--- src/door_drive_pkg.sv ---
// constants, state encoding and decode helpers for the door drive control
package door_drive_pkg;

  // ------------------------------------------------------------
  // timing
  // ------------------------------------------------------------
  localparam int CLK_HZ         = 40_000_000;
  localparam int FLASH_HALF_MS  = 500;
  localparam int FLASH_HALF_CYC = CLK_HZ / 1000 * FLASH_HALF_MS;
  localparam int PULSE_HALF_US  = 500;
  localparam int PULSE_HALF_CYC = CLK_HZ / 1_000_000 * PULSE_HALF_US;
  localparam int SKEW_S         = 2;
  localparam int SKEW_CYC       = CLK_HZ * SKEW_S;
  localparam int CLEAR_S        = 3;
  localparam int CLEAR_CYC      = CLK_HZ * CLEAR_S;
  localparam int TIMER_W        = 27;

  // ------------------------------------------------------------
  // register map
  // ------------------------------------------------------------
  localparam int ADDR_W = 4;
  localparam int DATA_W = 16;
  localparam logic [ADDR_W-1:0] ADR_MODE       = 4'h0;
  localparam logic [ADDR_W-1:0] ADR_OPT_FUNC   = 4'h1;
  localparam logic [ADDR_W-1:0] ADR_OPEN_POS   = 4'h2;
  localparam logic [ADDR_W-1:0] ADR_PART_POS   = 4'h3;
  localparam logic [ADDR_W-1:0] ADR_FORCE      = 4'h4;
  localparam logic [ADDR_W-1:0] ADR_STATUS     = 4'h5;
  localparam logic [ADDR_W-1:0] ADR_CLOSED_POS = 4'h6;

  localparam int MODE_W = 3;
  localparam int OPT_W  = 2;
  localparam logic [MODE_W-1:0] MODE_RST = 3'h1;
  localparam logic [OPT_W-1:0]  OPT_RST  = 2'h1;
  localparam logic [OPT_W-1:0]  OPT_FUNC_REF  = 2'h1;
  localparam logic [DATA_W-1:0] OPEN_POS_RST  = 16'h4000;
  localparam logic [DATA_W-1:0] PART_POS_RST  = 16'h2000;
  localparam logic [DATA_W-1:0] FORCE_RST     = 16'h0100;
  localparam logic [1:0]        MATCH_NEED    = 2'h2;

  // status fields
  localparam int ST_REF_BIT    = 0;
  localparam int ST_NORMAL_BIT = 1;
  localparam int ST_TORQUE_BIT = 2;
  localparam int ST_WBREAK_BIT = 3;
  localparam int ST_STATE_LSB  = 4;

  typedef enum logic [2:0] {
    S_NOREF  = 3'b000,
    S_REFRUN = 3'b001,
    S_IDLE   = 3'b011,
    S_MOVE   = 3'b010,
    S_RAMP   = 3'b110,
    S_HOLD   = 3'b111,
    S_SAFE   = 3'b101,
    S_FAIL   = 3'b100
  } state_e;

  function automatic logic mode_valid(input logic [MODE_W-1:0] m);
    mode_valid = (m >= 3'h1) && (m <= 3'h6);
  endfunction

  function automatic logic mode_has_stop(input logic [MODE_W-1:0] m);
    mode_has_stop = (m == 3'h1) || (m == 3'h2) || (m == 3'h5);
  endfunction

  function automatic logic mode_fixed_part(input logic [MODE_W-1:0] m);
    mode_fixed_part = (m == 3'h2) || (m == 3'h4);
  endfunction

  function automatic logic mode_ramp_part(input logic [MODE_W-1:0] m);
    mode_ramp_part = (m == 3'h5) || (m == 3'h6);
  endfunction

endpackage

--- src/tick_divider.sv ---
// free-running divider giving a one-cycle enable every DIV clocks
`timescale 1ns/1ps
`default_nettype none
module tick_divider #(
  parameter int DIV = 4
) (
  input  wire logic clk,
  input  wire logic reset,
  output logic      tick
);
  localparam int CW = (DIV > 1) ? $clog2(DIV) : 1;
  localparam logic [CW-1:0] LAST = CW'(DIV - 1);

  logic [CW-1:0] count;
  wire           at_last = (count == LAST);

  always_ff @(posedge clk) begin
    if (reset) begin
      count <= '0;
      tick  <= 1'b0;
    end else begin
      tick  <= at_last;
      count <= at_last ? '0 : count + 1'b1;
    end
  end
endmodule
`default_nettype wire

--- src/safe_pair_check.sv ---
// two-channel safe input: level channel plus pulsed channel against reference
`timescale 1ns/1ps
`default_nettype none
module safe_pair_check
  import door_drive_pkg::*;
(
  input  wire logic clk,
  input  wire logic reset,
  input  wire logic level_in,
  input  wire logic pulse_in,
  input  wire logic ref_pulse,
  input  wire logic sample,
  output logic      level_ok,
  output logic      pulse_ok,
  output logic      active
);
  logic [1:0] match_cnt;

  // a stuck or shorted pulse line fails one of the next two samples
  wire matched = (pulse_in == ref_pulse);

  always_ff @(posedge clk) begin
    if (reset) begin
      level_ok  <= 1'b0;
      match_cnt <= 2'h0;
    end else begin
      level_ok <= level_in;
      if (sample) begin
        if (!matched) begin
          match_cnt <= 2'h0;
        end else if (match_cnt != MATCH_NEED) begin
          match_cnt <= match_cnt + 2'h1;
        end
      end
    end
  end

  // both phases must have matched before the channel counts
  assign pulse_ok = (match_cnt == MATCH_NEED);
  assign active   = level_ok & pulse_ok;
endmodule
`default_nettype wire

--- src/door_drive_io_safety_modes.sv ---
// command input, safety mode and motion sequencing for the door drive
`timescale 1ns/1ps
`default_nettype none
module door_drive_io_safety_modes
  import door_drive_pkg::*;
#(
  parameter int PULSE_HALF = PULSE_HALF_CYC,
  parameter int FLASH_HALF = FLASH_HALF_CYC,
  parameter int SKEW_LIM   = SKEW_CYC,
  parameter int CLEAR_LIM  = CLEAR_CYC
) (
  input  wire logic              clk,
  input  wire logic              reset,
  input  wire logic [ADDR_W-1:0] reg_addr,
  input  wire logic [DATA_W-1:0] reg_wdata,
  input  wire logic              reg_wr,
  input  wire logic              reg_rd,
  output logic      [DATA_W-1:0] reg_rdata,
  input  wire logic              open_cmd,
  input  wire logic              close_cmd,
  input  wire logic              stop_n,
  input  wire logic              partial_cmd,
  input  wire logic              torque_off_level_chan_n,
  input  wire logic              torque_off_pulse_chan_n,
  input  wire logic              normal_mode_level_chan_n,
  input  wire logic              normal_mode_pulse_chan_n,
  input  wire logic [DATA_W-1:0] position,
  input  wire logic              at_standstill,
  input  wire logic              obstacle,
  input  wire logic              safe_func_trip,
  input  wire logic              internal_error,
  output logic                   test_pulse,
  output logic                   amp_enable,
  output logic                   drive_open,
  output logic                   drive_close,
  output logic                   ramp_down,
  output logic                   hold_torque,
  output logic                   ref_speed,
  output logic                   safe_limits,
  output logic      [DATA_W-1:0] target_pos,
  output logic      [DATA_W-1:0] holding_force,
  output logic                   closed_status,
  output logic                   open_status,
  output logic                   option_out,
  output logic                   safety_out,
  output logic                   safety_indicator,
  output logic                   alarm_out
);

  // ------------------------------------------------------------
  // registers and state
  // ------------------------------------------------------------
  logic [MODE_W-1:0]  operating_mode_code;
  logic [OPT_W-1:0]   opt_func;
  logic [DATA_W-1:0]  open_pos;
  logic [DATA_W-1:0]  part_pos;
  logic [DATA_W-1:0]  closing_force_params;
  logic [DATA_W-1:0]  closed_pos;
  state_e             state;
  state_e             next_state;
  logic [DATA_W-1:0]  next_target;
  logic               open_dir;
  logic               next_open_dir;
  logic               ref_done;
  logic               wire_break;
  logic               torque_ok_d;
  logic               partial_d;
  logic               flash;
  logic [TIMER_W-1:0] skew_cnt;
  logic [TIMER_W-1:0] clear_cnt;

  // ------------------------------------------------------------
  // test pulse source and safe input checks
  // ------------------------------------------------------------
  logic pulse_tick;
  logic flash_tick;
  logic tq_level_ok;
  logic tq_pulse_ok;
  logic torque_ok;
  logic nm_level_ok;
  logic nm_pulse_ok;
  logic normal_ok;

  tick_divider #(
    .DIV (PULSE_HALF)
  ) u_pulse_div (
    .clk   (clk),
    .reset (reset),
    .tick  (pulse_tick)
  );

  tick_divider #(
    .DIV (FLASH_HALF)
  ) u_flash_div (
    .clk   (clk),
    .reset (reset),
    .tick  (flash_tick)
  );

  safe_pair_check u_torque_chk (
    .clk       (clk),
    .reset     (reset),
    .level_in  (torque_off_level_chan_n),
    .pulse_in  (torque_off_pulse_chan_n),
    .ref_pulse (test_pulse),
    .sample    (pulse_tick),
    .level_ok  (tq_level_ok),
    .pulse_ok  (tq_pulse_ok),
    .active    (torque_ok)
  );

  safe_pair_check u_normal_chk (
    .clk       (clk),
    .reset     (reset),
    .level_in  (normal_mode_level_chan_n),
    .pulse_in  (normal_mode_pulse_chan_n),
    .ref_pulse (test_pulse),
    .sample    (pulse_tick),
    .level_ok  (nm_level_ok),
    .pulse_ok  (nm_pulse_ok),
    .active    (normal_ok)
  );

  // ------------------------------------------------------------
  // decode
  // ------------------------------------------------------------
  wire cmd_open  = open_cmd & ~close_cmd;
  wire cmd_close = close_cmd & ~open_cmd;
  wire any_cmd   = open_cmd | close_cmd;
  // low stop reads as a stop hit in modes 1, 2 and 5, so a cut wire also stops there
  wire stop_hit  = mode_has_stop(operating_mode_code) & ~stop_n;
  wire dir_cmd   = open_dir ? cmd_open : cmd_close;
  wire part_rise = partial_cmd & ~partial_d;
  wire ramp_part = open_dir & mode_ramp_part(operating_mode_code) & part_rise;
  wire reached   = open_dir ? (position >= target_pos) : (position <= target_pos);
  wire torque_lost = torque_ok_d & ~torque_ok;
  wire skew_on   = tq_level_ok ^ tq_pulse_ok;
  wire skew_hit  = skew_on & (skew_cnt == TIMER_W'(SKEW_LIM - 1));
  wire trip      = torque_lost | safe_func_trip | skew_hit;
  wire chans_off = ~tq_level_ok & ~tq_pulse_ok;
  wire clear_ok  = ~any_cmd & chans_off;
  wire clear_hit = clear_ok & (clear_cnt == TIMER_W'(CLEAR_LIM - 1));
  wire settled   = ref_done ? 1'b1 : 1'b0;
  wire use_part  = mode_fixed_part(operating_mode_code) & partial_cmd;
  wire [DATA_W-1:0] open_tgt = use_part ? part_pos : open_pos;
  wire active_st = (next_state != S_SAFE) && (next_state != S_FAIL);

  // ------------------------------------------------------------
  // sequencing
  // ------------------------------------------------------------
  always_comb begin
    next_state    = state;
    next_target   = target_pos;
    next_open_dir = open_dir;
    case (state)
      S_NOREF: begin
        if (cmd_close && torque_ok) begin
          next_state    = S_REFRUN;
          next_open_dir = 1'b0;
        end
      end
      S_REFRUN: begin
        if (stop_hit) begin
          next_state = S_NOREF;
        end else if (!cmd_close) begin
          next_state = S_RAMP;
        end else if (obstacle) begin
          next_state  = S_HOLD;
          next_target = position;
        end
      end
      S_IDLE: begin
        if (torque_ok && cmd_close) begin
          next_state    = S_MOVE;
          next_open_dir = 1'b0;
          next_target   = closed_pos;
        end else if (torque_ok && cmd_open) begin
          next_state    = S_MOVE;
          next_open_dir = 1'b1;
          next_target   = open_tgt;
        end
      end
      S_MOVE: begin
        if (stop_hit) begin
          next_state = S_IDLE;
        end else if (!dir_cmd || ramp_part) begin
          next_state = S_RAMP;
        end else if (reached) begin
          next_state = S_HOLD;
        end
      end
      S_RAMP: begin
        if (at_standstill || stop_hit) begin
          next_state = settled ? S_IDLE : S_NOREF;
        end
      end
      S_HOLD: begin
        if (!dir_cmd) begin
          next_state = S_IDLE;
        end
      end
      S_SAFE: begin
        // movement commands only hold off the clearing sequence here
        if (clear_hit) begin
          next_state = settled ? S_IDLE : S_NOREF;
        end
      end
      S_FAIL: begin
        next_state = S_FAIL;
      end
      default: begin
        next_state = S_NOREF;
      end
    endcase
    if (internal_error) begin
      next_state = S_FAIL;
    end else if (trip && state != S_SAFE && state != S_FAIL) begin
      next_state = S_SAFE;
    end
  end

  // ------------------------------------------------------------
  // register file
  // ------------------------------------------------------------
  wire [DATA_W-1:0] status_word = DATA_W'({
    3'(state), wire_break, torque_ok, normal_ok, ref_done});
  wire [DATA_W-1:0] read_mux =
    (reg_addr == ADR_MODE)       ? DATA_W'(operating_mode_code) :
    (reg_addr == ADR_OPT_FUNC)   ? DATA_W'(opt_func) :
    (reg_addr == ADR_OPEN_POS)   ? open_pos :
    (reg_addr == ADR_PART_POS)   ? part_pos :
    (reg_addr == ADR_FORCE)      ? closing_force_params :
    (reg_addr == ADR_STATUS)     ? status_word :
    (reg_addr == ADR_CLOSED_POS) ? closed_pos : '0;
  wire mode_wr = reg_wr && (reg_addr == ADR_MODE);
  wire mode_in = mode_valid(reg_wdata[MODE_W-1:0]) && (reg_wdata[DATA_W-1:MODE_W] == '0);

  always_ff @(posedge clk) begin
    if (reset) begin
      operating_mode_code  <= MODE_RST;
      opt_func             <= OPT_RST;
      open_pos             <= OPEN_POS_RST;
      part_pos             <= PART_POS_RST;
      closing_force_params <= FORCE_RST;
      reg_rdata            <= '0;
    end else begin
      if (mode_wr && mode_in) begin
        operating_mode_code <= reg_wdata[MODE_W-1:0];
      end
      if (reg_wr && reg_addr == ADR_OPT_FUNC) begin
        opt_func <= reg_wdata[OPT_W-1:0];
      end
      if (reg_wr && reg_addr == ADR_OPEN_POS) begin
        open_pos <= reg_wdata;
      end
      if (reg_wr && reg_addr == ADR_PART_POS) begin
        part_pos <= reg_wdata;
      end
      if (reg_wr && reg_addr == ADR_FORCE) begin
        closing_force_params <= reg_wdata;
      end
      reg_rdata <= reg_rd ? read_mux : '0;
    end
  end

  // ------------------------------------------------------------
  // state, timers and flags
  // ------------------------------------------------------------
  always_ff @(posedge clk) begin
    if (reset) begin
      state       <= S_NOREF;
      open_dir    <= 1'b0;
      ref_done    <= 1'b0;
      closed_pos  <= '0;
      wire_break  <= 1'b0;
      torque_ok_d <= 1'b0;
      partial_d   <= 1'b0;
      skew_cnt    <= '0;
      clear_cnt   <= '0;
    end else begin
      state       <= next_state;
      open_dir    <= next_open_dir;
      torque_ok_d <= torque_ok;
      partial_d   <= partial_cmd;
      if (state == S_REFRUN && next_state == S_HOLD) begin
        ref_done   <= 1'b1;
        closed_pos <= position;
      end
      // fault sticks until the clearing sequence; a new one wins
      if (skew_hit) begin
        wire_break <= 1'b1;
      end else if (clear_hit) begin
        wire_break <= 1'b0;
      end
      skew_cnt  <= skew_on && !skew_hit ? skew_cnt + 1'b1 : '0;
      clear_cnt <= (state == S_SAFE) && clear_ok && !clear_hit
                   ? clear_cnt + 1'b1 : '0;
    end
  end

  // ------------------------------------------------------------
  // outputs
  // ------------------------------------------------------------
  always_ff @(posedge clk) begin
    if (reset) begin
      test_pulse       <= 1'b0;
      flash            <= 1'b0;
      amp_enable       <= 1'b0;
      drive_open       <= 1'b0;
      drive_close      <= 1'b0;
      ramp_down        <= 1'b0;
      hold_torque      <= 1'b0;
      ref_speed        <= 1'b0;
      safe_limits      <= 1'b1;
      target_pos       <= '0;
      holding_force    <= '0;
      closed_status    <= 1'b0;
      open_status      <= 1'b0;
      option_out       <= 1'b0;
      safety_out       <= 1'b0;
      safety_indicator <= 1'b0;
      alarm_out        <= 1'b0;
    end else begin
      if (pulse_tick) begin
        test_pulse <= ~test_pulse;
      end
      if (flash_tick) begin
        flash <= ~flash;
      end
      amp_enable    <= torque_ok & active_st;
      drive_open    <= (next_state == S_MOVE) & next_open_dir;
      drive_close   <= ((next_state == S_MOVE) & ~next_open_dir)
                       | (next_state == S_REFRUN);
      ramp_down     <= (next_state == S_RAMP);
      hold_torque   <= (next_state == S_HOLD);
      ref_speed     <= (next_state == S_REFRUN);
      safe_limits   <= ~normal_ok | ~torque_ok;
      target_pos    <= next_target;
      holding_force <= (next_state == S_HOLD) && !next_open_dir
                       ? closing_force_params : '0;
      closed_status <= (next_state == S_HOLD) & ~next_open_dir;
      open_status   <= (next_state == S_HOLD) & next_open_dir
                       & (next_target == open_pos);
      option_out    <= (opt_func == OPT_FUNC_REF) & ref_done;
      alarm_out     <= (next_state == S_FAIL);
      if (next_state == S_SAFE) begin
        safety_out       <= flash;
        safety_indicator <= flash;
      end else begin
        safety_out       <= ~normal_ok & active_st;
        safety_indicator <= ~normal_ok & active_st;
      end
    end
  end

endmodule
`default_nettype wire

--- config.mk ---
export PLATFORM = sky130hd
export DESIGN_NAME = door_drive_io_safety_modes
export DESIGN_NICKNAME = d
export VERILOG_FILES = /design/src/door_drive_pkg.sv /design/src/tick_divider.sv /design/src/safe_pair_check.sv /design/src/door_drive_io_safety_modes.sv
export SDC_FILE = /design/constraint.sdc
export NUM_CORES = 1
export LEC_CHECK = 0
export ABC_AREA = 1
export BUFFER_PORTS_ARGS = -buffer_cell sky130_fd_sc_hd__buf_4
export CAP_MARGIN = 5
export CELL_PAD_IN_SITES_DETAIL_PLACEMENT = 0
export CELL_PAD_IN_SITES_GLOBAL_PLACEMENT = 1
export CORE_AREA = 4 4 166 168
export CTS_BUF_LIST = sky130_fd_sc_hd__clkbuf_8 sky130_fd_sc_hd__clkbuf_16
export DETAILED_ROUTE_END_ITERATION = 8
export DIE_AREA = 0 0 170 172
export GPL_TIMING_DRIVEN = 0
export HOLD_SLACK_MARGIN = 0.1
export PLACE_DENSITY = 0.87
export SLEW_MARGIN = 20
export SYNTH_ARGS = -nofsm -noshare
export SYNTH_HDL_FRONTEND = slang
export SYNTH_SLANG_ARGS = --single-unit
--- constraint.sdc ---
create_clock -name clk -period 5.65 [get_ports clk]
set_clock_uncertainty 0.15 [all_clocks]
set_input_delay 0 -clock clk [delete_from_list [all_inputs] [get_ports clk]]
set_output_delay 0 -clock clk [all_outputs]
set_load 0.01 [all_outputs]
# --- After elaboration in Yosys (flattened, before gate mapping) ---
# Index checks and enable logic that the tools add are counted.
word_totals:
  ff_bits: 241
  output_inout_bits: 62
classes:
  n_reduce_logical: 41
  order_cmp: 4
  mux: 44
  n_addsub: 6
  eq_ne: 42
  bitwise: 44
op_table:
  columns: ["operator", "count"]
  rows:
  - ["16-bit two-way mux", 11]
  - ["27-bit by 1-bit adder with 27-bit output (second input constant)", 2]
  - ["27-bit equality test (second input constant)", 2]
  - ["3-bit two-way mux", 16]
  - ["3-bit equality test (second input constant)", 11]
  - ["16-bit case mux with 2 select lines", 1]
  - ["25-bit by 1-bit adder with 25-bit output (second input constant)", 1]
  - ["25-bit equality test (second input constant)", 1]
  - ["3-bit case mux with 8 select lines", 1]
  - ["1-bit AND", 22]
  - ["1-bit logical AND", 18]
  - ["16-bit equality test", 1]
  - ["16-bit >= comparator", 1]
  - ["16-bit <= comparator", 1]
  - ["1-bit inverter", 16]
  - ["15-bit by 1-bit adder with 15-bit output (second input constant)", 1]
  - ["15-bit equality test (second input constant)", 1]
  - ["13-bit zero test", 1]
  - ["3-bit by 2-bit equality test with 1-bit output (second input constant)", 4]
  - ["4-bit by 3-bit equality test with 1-bit output (second input constant)", 3]
  - ["3-bit inequality test (second input constant)", 4]
  - ["2-bit OR reduction", 6]
  - ["2-bit two-way mux", 5]
  - ["3-bit by 1-bit equality test with 1-bit output (second input constant)", 3]
  - ["other kinds (20)", 48]

# --- Longest topological paths before layout ---
logic_depth:
  word_depth: 14
  mapped_depth: 22
  depth_no_buf: 21

# --- By module ---
# Synthesis repeated with hierarchy kept, for this count alone.
hier_totals:
  cells_unflattened: 1704
  area_unflattened_um2: 11954.0
by_module_without_submodules:
  columns: ["module", "cells_each", "instances", "area_per_inst_um2", "seq_area_each_um2"]
  rows:
  - ["door_drive_io_safety_modes", 1342, 1, 9479.1, 3863.7]
  - ["tick_divider (u_flash_div)", 196, 1, 1336.3, 520.5]
  - ["tick_divider (u_pulse_div)", 114, 1, 800.8, 320.3]
  - ["safe_pair_check", 26, 2, 168.9, 60.1]

# --- Worst setup path before layout ---
# No wires, ideal clock.
synth_timing:
  path_kind: "flip-flop to flip-flop"
  from: "register u_torque_chk.match_cnt[0]"
  to: "register closed_status"
  arrival_ns: 2.088
  stages_incl_launch_ff: 19
  path_slack_ns: 3.275
  required_ns: 5.363
  path_cell_list: "dfxtp_1 inv_1 ha_1 inv_1 ha_1 nand2_1 nor2_1 nand3_1 nor3_1 nand2_1 nand2_1 nand2_1 nor4_2 nand3_2 nand2_4 nor2_8 nand2_4 buf_8 nor2_1"
synth_between:
  elab_chain_len: 12
synth_rtl:
  columns: ["item", "line", "source"]
  rows:
  - ["from (decl)", "safe_pair_check.sv:17", "logic [1:0] match_cnt;"]
  - ["from (signal assigned)", "safe_pair_check.sv:32", "match_cnt <= match_cnt + 2'h1;"]
  - ["2-bit equality test (*)", "safe_pair_check.sv:39", "assign pulse_ok = (match_cnt == MATCH_NEED);"]
  - ["branches (longest 10 deep; another with 3-bit case mux with 8 select lines)", null, null]
  - ["1-bit AND (*)", "door_drive_io_safety_modes.sv:341", "closed_status <= (next_state == S_HOLD) & ~next_open_dir;"]
  - ["to (signal assigned)", "door_drive_io_safety_modes.sv:341", null]
  - ["to (decl)", "door_drive_io_safety_modes.sv:42", "output logic closed_status,"]
# Mark *: on every way between the ends.
# A chain may end at the register's enable or synchronous reset.

# --- Worst setup path in the final report ---
layout_timing:
  from: "register skew_cnt[0]"
  to: "register closed_pos[7]"
layout_between:
  elab_chain_len: 9
layout_rtl:
  columns: ["item", "line", "source"]
  rows:
  - ["from (decl)", "door_drive_io_safety_modes.sv:69", "logic [TIMER_W-1:0] skew_cnt;"]
  - ["from (signal assigned)", "door_drive_io_safety_modes.sv:295", "skew_cnt <= skew_on && !skew_hit ? skew_cnt + 1'b1 : '0;"]
  - ["27-bit equality test", "door_drive_io_safety_modes.sv:138", "wire skew_hit = skew_on & (skew_cnt == TIMER_W'(SKEW_LIM - 1));"]
  - ["1-bit AND", "door_drive_io_safety_modes.sv:138", null]
  - ["1-bit OR", "door_drive_io_safety_modes.sv:139", "wire trip = torque_lost | safe_func_trip | skew_hit;"]
  - ["1-bit logical AND (2 in series)", "door_drive_io_safety_modes.sv:217", "end else if (trip && state != S_SAFE && state != S_FAIL) begin"]
  - ["3-bit two-way mux", "door_drive_io_safety_modes.sv:217", null]
  - ["3-bit two-way mux", "door_drive_io_safety_modes.sv:215", "if (internal_error) begin"]
  - ["3-bit equality test", "door_drive_io_safety_modes.sv:285", "if (state == S_REFRUN && next_state == S_HOLD) begin"]
  - ["1-bit logical AND", "door_drive_io_safety_modes.sv:285", null]
  - ["to (signal assigned)", "door_drive_io_safety_modes.sv:287", "closed_pos <= position;"]
  - ["to (decl)", "door_drive_io_safety_modes.sv:58", "logic [DATA_W-1:0] closed_pos;"]
# No other way between the ends.

==> flow_results.xml <==
<?xml version="1.0" encoding="UTF-8"?>
<metrics>
  <group name="setup_path">
    <metric name="setup.worst_path.start_class" unit="">flop</metric>
    <metric name="crit_fanout" unit="">10</metric>
    <metric name="required" unit="ns">5.93</metric>
    <metric name="setup.worst_path.end_class" unit="">flop</metric>
    <metric name="worst-endpoint-arrival" unit="ns">5.22</metric>
    <metric name="crit_type" unit="">reg -&gt; reg</metric>
  </group>
  <group name="worst_hold_path">
    <metric name="timing.hold.worst.class" unit="">in -&gt; reg</metric>
  </group>
  <group name="global_route">
    <metric name="grt_pass1_vias" unit="">11100</metric>
    <metric name="grt_overflow" unit="">0</metric>
    <metric name="grt_antenna_before_repair" unit="">0</metric>
    <metric name="wire_length_of_the_first_global_routing_pass" unit="mm">56.8</metric>
    <metric name="maximum_number_of_pins_on_one_net_before_global_route_repair" unit="">14</metric>
    <metric name="track_usage" unit="">0.238</metric>
  </group>
  <group name="logic_synthesis">
    <metric name="synth.lib_cells_used.distinct" unit="">54</metric>
    <metric name="yosysSeqAreaShare" unit="">0.416</metric>
    <metric name="ys.warnings.count" unit="">0</metric>
    <metric name="postSynthNetCount" unit="">1686</metric>
    <metric name="async_flop_share" unit="">0</metric>
    <metric name="ys_dominant_reg_cell" unit="">sky130_fd_sc_hd__dfxtp_1</metric>
    <metric name="synthesis.instances" unit="">1610</metric>
    <metric name="synth-seq-cells" unit="">241</metric>
    <metric name="postSynthAreaPerCell" unit="um2">7.20</metric>
    <metric name="netlist_area_pre_place" unit="mm2">0.0116</metric>
    <metric name="synth_edf_count" unit="">0</metric>
  </group>
  <group name="timing">
    <metric name="final_cycle_utilization_of_the_critical_path" unit="">0.874</metric>
    <metric name="finalWorstPathRequiredPeriod" unit="ns">4.94</metric>
    <metric name="slew_viol_final" unit="">0</metric>
    <metric name="setup_violations" unit="">0</metric>
    <metric name="totalNegativeSetupSlack" unit="ns">0</metric>
    <metric name="setup_repair_after_global_routing_missed_its_margin" unit="">no</metric>
    <metric name="timing_worst_slew_pin_value" unit="ns">0.831</metric>
    <metric name="fmax" unit="GHz">0.203</metric>
    <metric name="final-hold-violation-count" unit="">0</metric>
    <metric name="slew_headroom" unit="">0.432</metric>
  </group>
  <group name="cells_and_area">
    <metric name="area_used_by_multi_input_combinational_logic" unit="mm2">0.00564</metric>
    <metric name="seq_area" unit="mm2">0.00482</metric>
    <metric name="finalNetCount" unit="">1944</metric>
    <metric name="mostFrequentLayoutCell" unit="">sky130_fd_sc_hd__nand2_1</metric>
    <metric name="most-common-layout-cells" unit="">sky130_fd_sc_hd__nand2_1 (249), sky130_fd_sc_hd__dfxtp_1 (241), sky130_fd_sc_hd__inv_1 (225)</metric>
    <metric name="fraction_of_layout_cells_with_a_size_suffix_above_1" unit="">0.127</metric>
    <metric name="insertedDiodeCount" unit="">0</metric>
    <metric name="flow.area_growth_from_synthesis" unit="%">30.1</metric>
    <metric name="fillCellCount" unit="">2388</metric>
  </group>
  <group name="power_and_ir_drop">
    <metric name="total_power" unit="W">0.00400</metric>
    <metric name="pwr_density_cell" unit="mW/mm2">265</metric>
    <metric name="worst_ir_drop_vdd" unit="mV">0.246</metric>
    <metric name="cellLeakagePower" unit="nW">6.31</metric>
  </group>
  <group name="route">
    <metric name="routed_wirelength" unit="mm">35.7</metric>
    <metric name="detail-route-antenna-nets" unit="">0</metric>
    <metric name="vias" unit="">11600</metric>
    <metric name="starting_drt_drc_count" unit="">822</metric>
    <metric name="wl_per_cell" unit="um">16.0</metric>
    <metric name="via_density_per_instance" unit="">5.21</metric>
    <metric name="drt_pre_antenna_iters" unit="">7</metric>
    <metric name="post-route-drc-count" unit="">0</metric>
  </group>
  <group name="clocking">
    <metric name="worst_setup_hold_path_clk_slew" unit="ns">0.06</metric>
    <metric name="cts_num_sinks" unit="">241</metric>
    <metric name="worst_case_clock_buffer_depth" unit="">3</metric>
    <metric name="worstSkewPairLatency" unit="ns">0.54</metric>
    <metric name="number_of_post_cts_setup_repair_buffers" unit="">0</metric>
    <metric name="post_cts.resized_instances" unit="">0</metric>
    <metric name="ctsHoldBuffers" unit="">116</metric>
    <metric name="cts_tree" unit="">built</metric>
    <metric name="cts.htree.levels" unit="">1</metric>
    <metric name="number_of_buffers_created_by_cts" unit="">28</metric>
    <metric name="cts_root_buf" unit="">sky130_fd_sc_hd__clkbuf_16</metric>
  </group>
  <group name="die">
    <metric name="chipWidth" unit="um">170</metric>
    <metric name="rows" unit="">59</metric>
    <metric name="die_h" unit="um">172</metric>
    <metric name="core" unit="mm2">0.0259</metric>
    <metric name="io_pins" unit="">114</metric>
    <metric name="floorplan.initialDensity" unit="">0.448</metric>
    <metric name="design.die.area" unit="mm2">0.0292</metric>
  </group>
  <group name="run_status">
    <metric name="status" unit="">completed</metric>
  </group>
  <group name="placement">
    <metric name="detailed_place_hpwl" unit="mm">26.1</metric>
    <metric name="io_buffers" unit="">112</metric>
    <metric name="gp_routability_congestion" unit="">0.911</metric>
  </group>
  <group name="job">
    <metric name="drv_cap" unit="">0</metric>
  </group>
</metrics>
## per-layer routing
layer / wire length [um] / vias up / GRT usage
li1: - / 5801 / -
met2: 15800 / 365 / 0.378
met4: 1070 / 0 / 0.0771
met1: 16600 / 5348 / 0.339
met3: 2180 / 79 / 0.0290
met5: 0 / - / 0
## where the power goes
part / total (W) / internal, W / switching (W)
Combinational: 0.000224 / 0.0000965 / 0.000127
Sequential: 0.00173 / 0.00172 / 0.0000114
Clock: 0.00205 / 0.00131 / 0.000743
Total: 0.00400 / 0.00312 / 0.000882
## cell usage after synthesis (3+ instances only)
library cell                number  area, um2
sky130_fd_sc_hd__nand2_1       249        935
sky130_fd_sc_hd__dfxtp_1       241       4820
sky130_fd_sc_hd__inv_1         222        833
sky130_fd_sc_hd__nor2_1        205        769
sky130_fd_sc_hd__a21oi_1       139        696
sky130_fd_sc_hd__o21ai_0       102        510
sky130_fd_sc_hd__nand3_1        87        435
sky130_fd_sc_hd__nor3_1         59        295
sky130_fd_sc_hd__clkbuf_1       34        128
sky130_fd_sc_hd__xor2_1         28        245
sky130_fd_sc_hd__ha_1           24        300
sky130_fd_sc_hd__nand4_1        24        150
sky130_fd_sc_hd__nor3b_1        21        158
sky130_fd_sc_hd__o22ai_1        16        100
sky130_fd_sc_hd__inv_2          14       52.6
sky130_fd_sc_hd__nor4_1         14       87.6
sky130_fd_sc_hd__o211ai_1       12       90.1
sky130_fd_sc_hd__nand2_2         9       56.3
sky130_fd_sc_hd__nor3_2          9       90.1
sky130_fd_sc_hd__o21ai_1         9       45.0
sky130_fd_sc_hd__xnor2_1         8       70.1
sky130_fd_sc_hd__nor2_2          7       43.8
sky130_fd_sc_hd__or2_2           6       37.5
sky130_fd_sc_hd__a31oi_1         5       31.3
sky130_fd_sc_hd__nand3_2         5       50.1
sky130_fd_sc_hd__a2111oi_0       4       35.0
sky130_fd_sc_hd__buf_2           4       20.0
sky130_fd_sc_hd__buf_6           4       45.0
sky130_fd_sc_hd__o21a_1          4       30.0
sky130_fd_sc_hd__a221oi_1        3       26.3
sky130_fd_sc_hd__buf_4           3       22.5
sky130_fd_sc_hd__nor2_4          3       33.8
sky130_fd_sc_hd__nor4_2          3       37.5
## per-stage QoR
stage	worst slack [ns]	instances	cell area, um2	utilization	hold slack [ns]
6_report	0.712	2225	15100	0.582	0.116
5_1_grt	0.443	2225	15100	0.582	0.140
4_1_cts	0.794	2225	15100	0.582	0.104
3_5_place_dp	2.54	2057	12900	0.496	0.0966
3_3_place_gp	2.57	2057	12900	0.496	0.0870
2_1_floorplan	3.27	1610	11600	-	-0.0430
## kinds of logic after synthesis
kind of cell / count (synthesis) / share of synthesized area
fa+ha+maj: 24 / 0.0259
compound gates: 306 / 0.143
xor+xnor: 36 / 0.0272
buf+inv: 287 / 0.0981
flops: 241 / 0.416
simple gates: 716 / 0.290
## critical path: stages (launching register included)
cell	delay, ns
sky130_fd_sc_hd__dfxtp_1	0.38
sky130_fd_sc_hd__ha_1	0.18
sky130_fd_sc_hd__nand2_1	0.07
sky130_fd_sc_hd__inv_2	0.07
sky130_fd_sc_hd__nand2_2	0.07
sky130_fd_sc_hd__nor2_4	0.11
sky130_fd_sc_hd__nand3_2	0.11
sky130_fd_sc_hd__nor2_1	0.18
sky130_fd_sc_hd__nand3_1	0.11
sky130_fd_sc_hd__nand2_1	0.14
sky130_fd_sc_hd__a21oi_1	0.07
sky130_fd_sc_hd__dlygate4sd3_1	0.57
sky130_fd_sc_hd__nand3_2	0.08
sky130_fd_sc_hd__dlygate4sd3_1	0.64
sky130_fd_sc_hd__nand2_2	0.10
sky130_fd_sc_hd__inv_4	0.10
sky130_fd_sc_hd__nand4_4	0.17
sky130_fd_sc_hd__buf_6	0.21
sky130_fd_sc_hd__nor2_1	0.12
sky130_fd_sc_hd__dlygate4sd3_1	0.59
sky130_fd_sc_hd__nor2_1	0.05
sky130_fd_sc_hd__dlygate4sd3_1	0.55
## registers in the layout, summed over array words and instances (netlist names), 3 cells and up
| name | count |
|---|---|
| u_pulse_div.count | 15 |
| state | 3 |
| open_pos | 16 |
| skew_cnt | 27 |
| clear_cnt | 27 |
| holding_force | 16 |
| operating_mode_code | 3 |
| target_pos | 16 |
| reg_rdata | 16 |
| part_pos | 16 |
| u_flash_div.count | 25 |
| closed_pos | 16 |
| closing_force_params | 16 |
## worst paths after layout
kind | start | endpoint | slack [ns] | cells after the start
setup reg to reg | skew_cnt[0] | closed_pos[7] | 0.71 | 21
hold / removal | reg_wdata[12] | part_pos[12] | 0.12 | 4
setup / recovery | skew_cnt[0] | closed_pos[7] | 0.71 | 21
hold reg to reg | u_normal_chk.level_ok | safe_limits | 0.28 | 1
## area by class of cell
cell class / instances / share of cell area
Timing Repair Buffer: 228 / 0.133
Buffer: 48 / 0.0158
Clock buffer: 37 / 0.0554
Multi-Input combinational cell: 1082 / 0.374
Inverter: 239 / 0.0596
Sequential cell: 241 / 0.320
Tap cell: 335 / 0.0278
Clock inverter: 15 / 0.0155
Note: power is estimated with default switching activity, not from simulation.
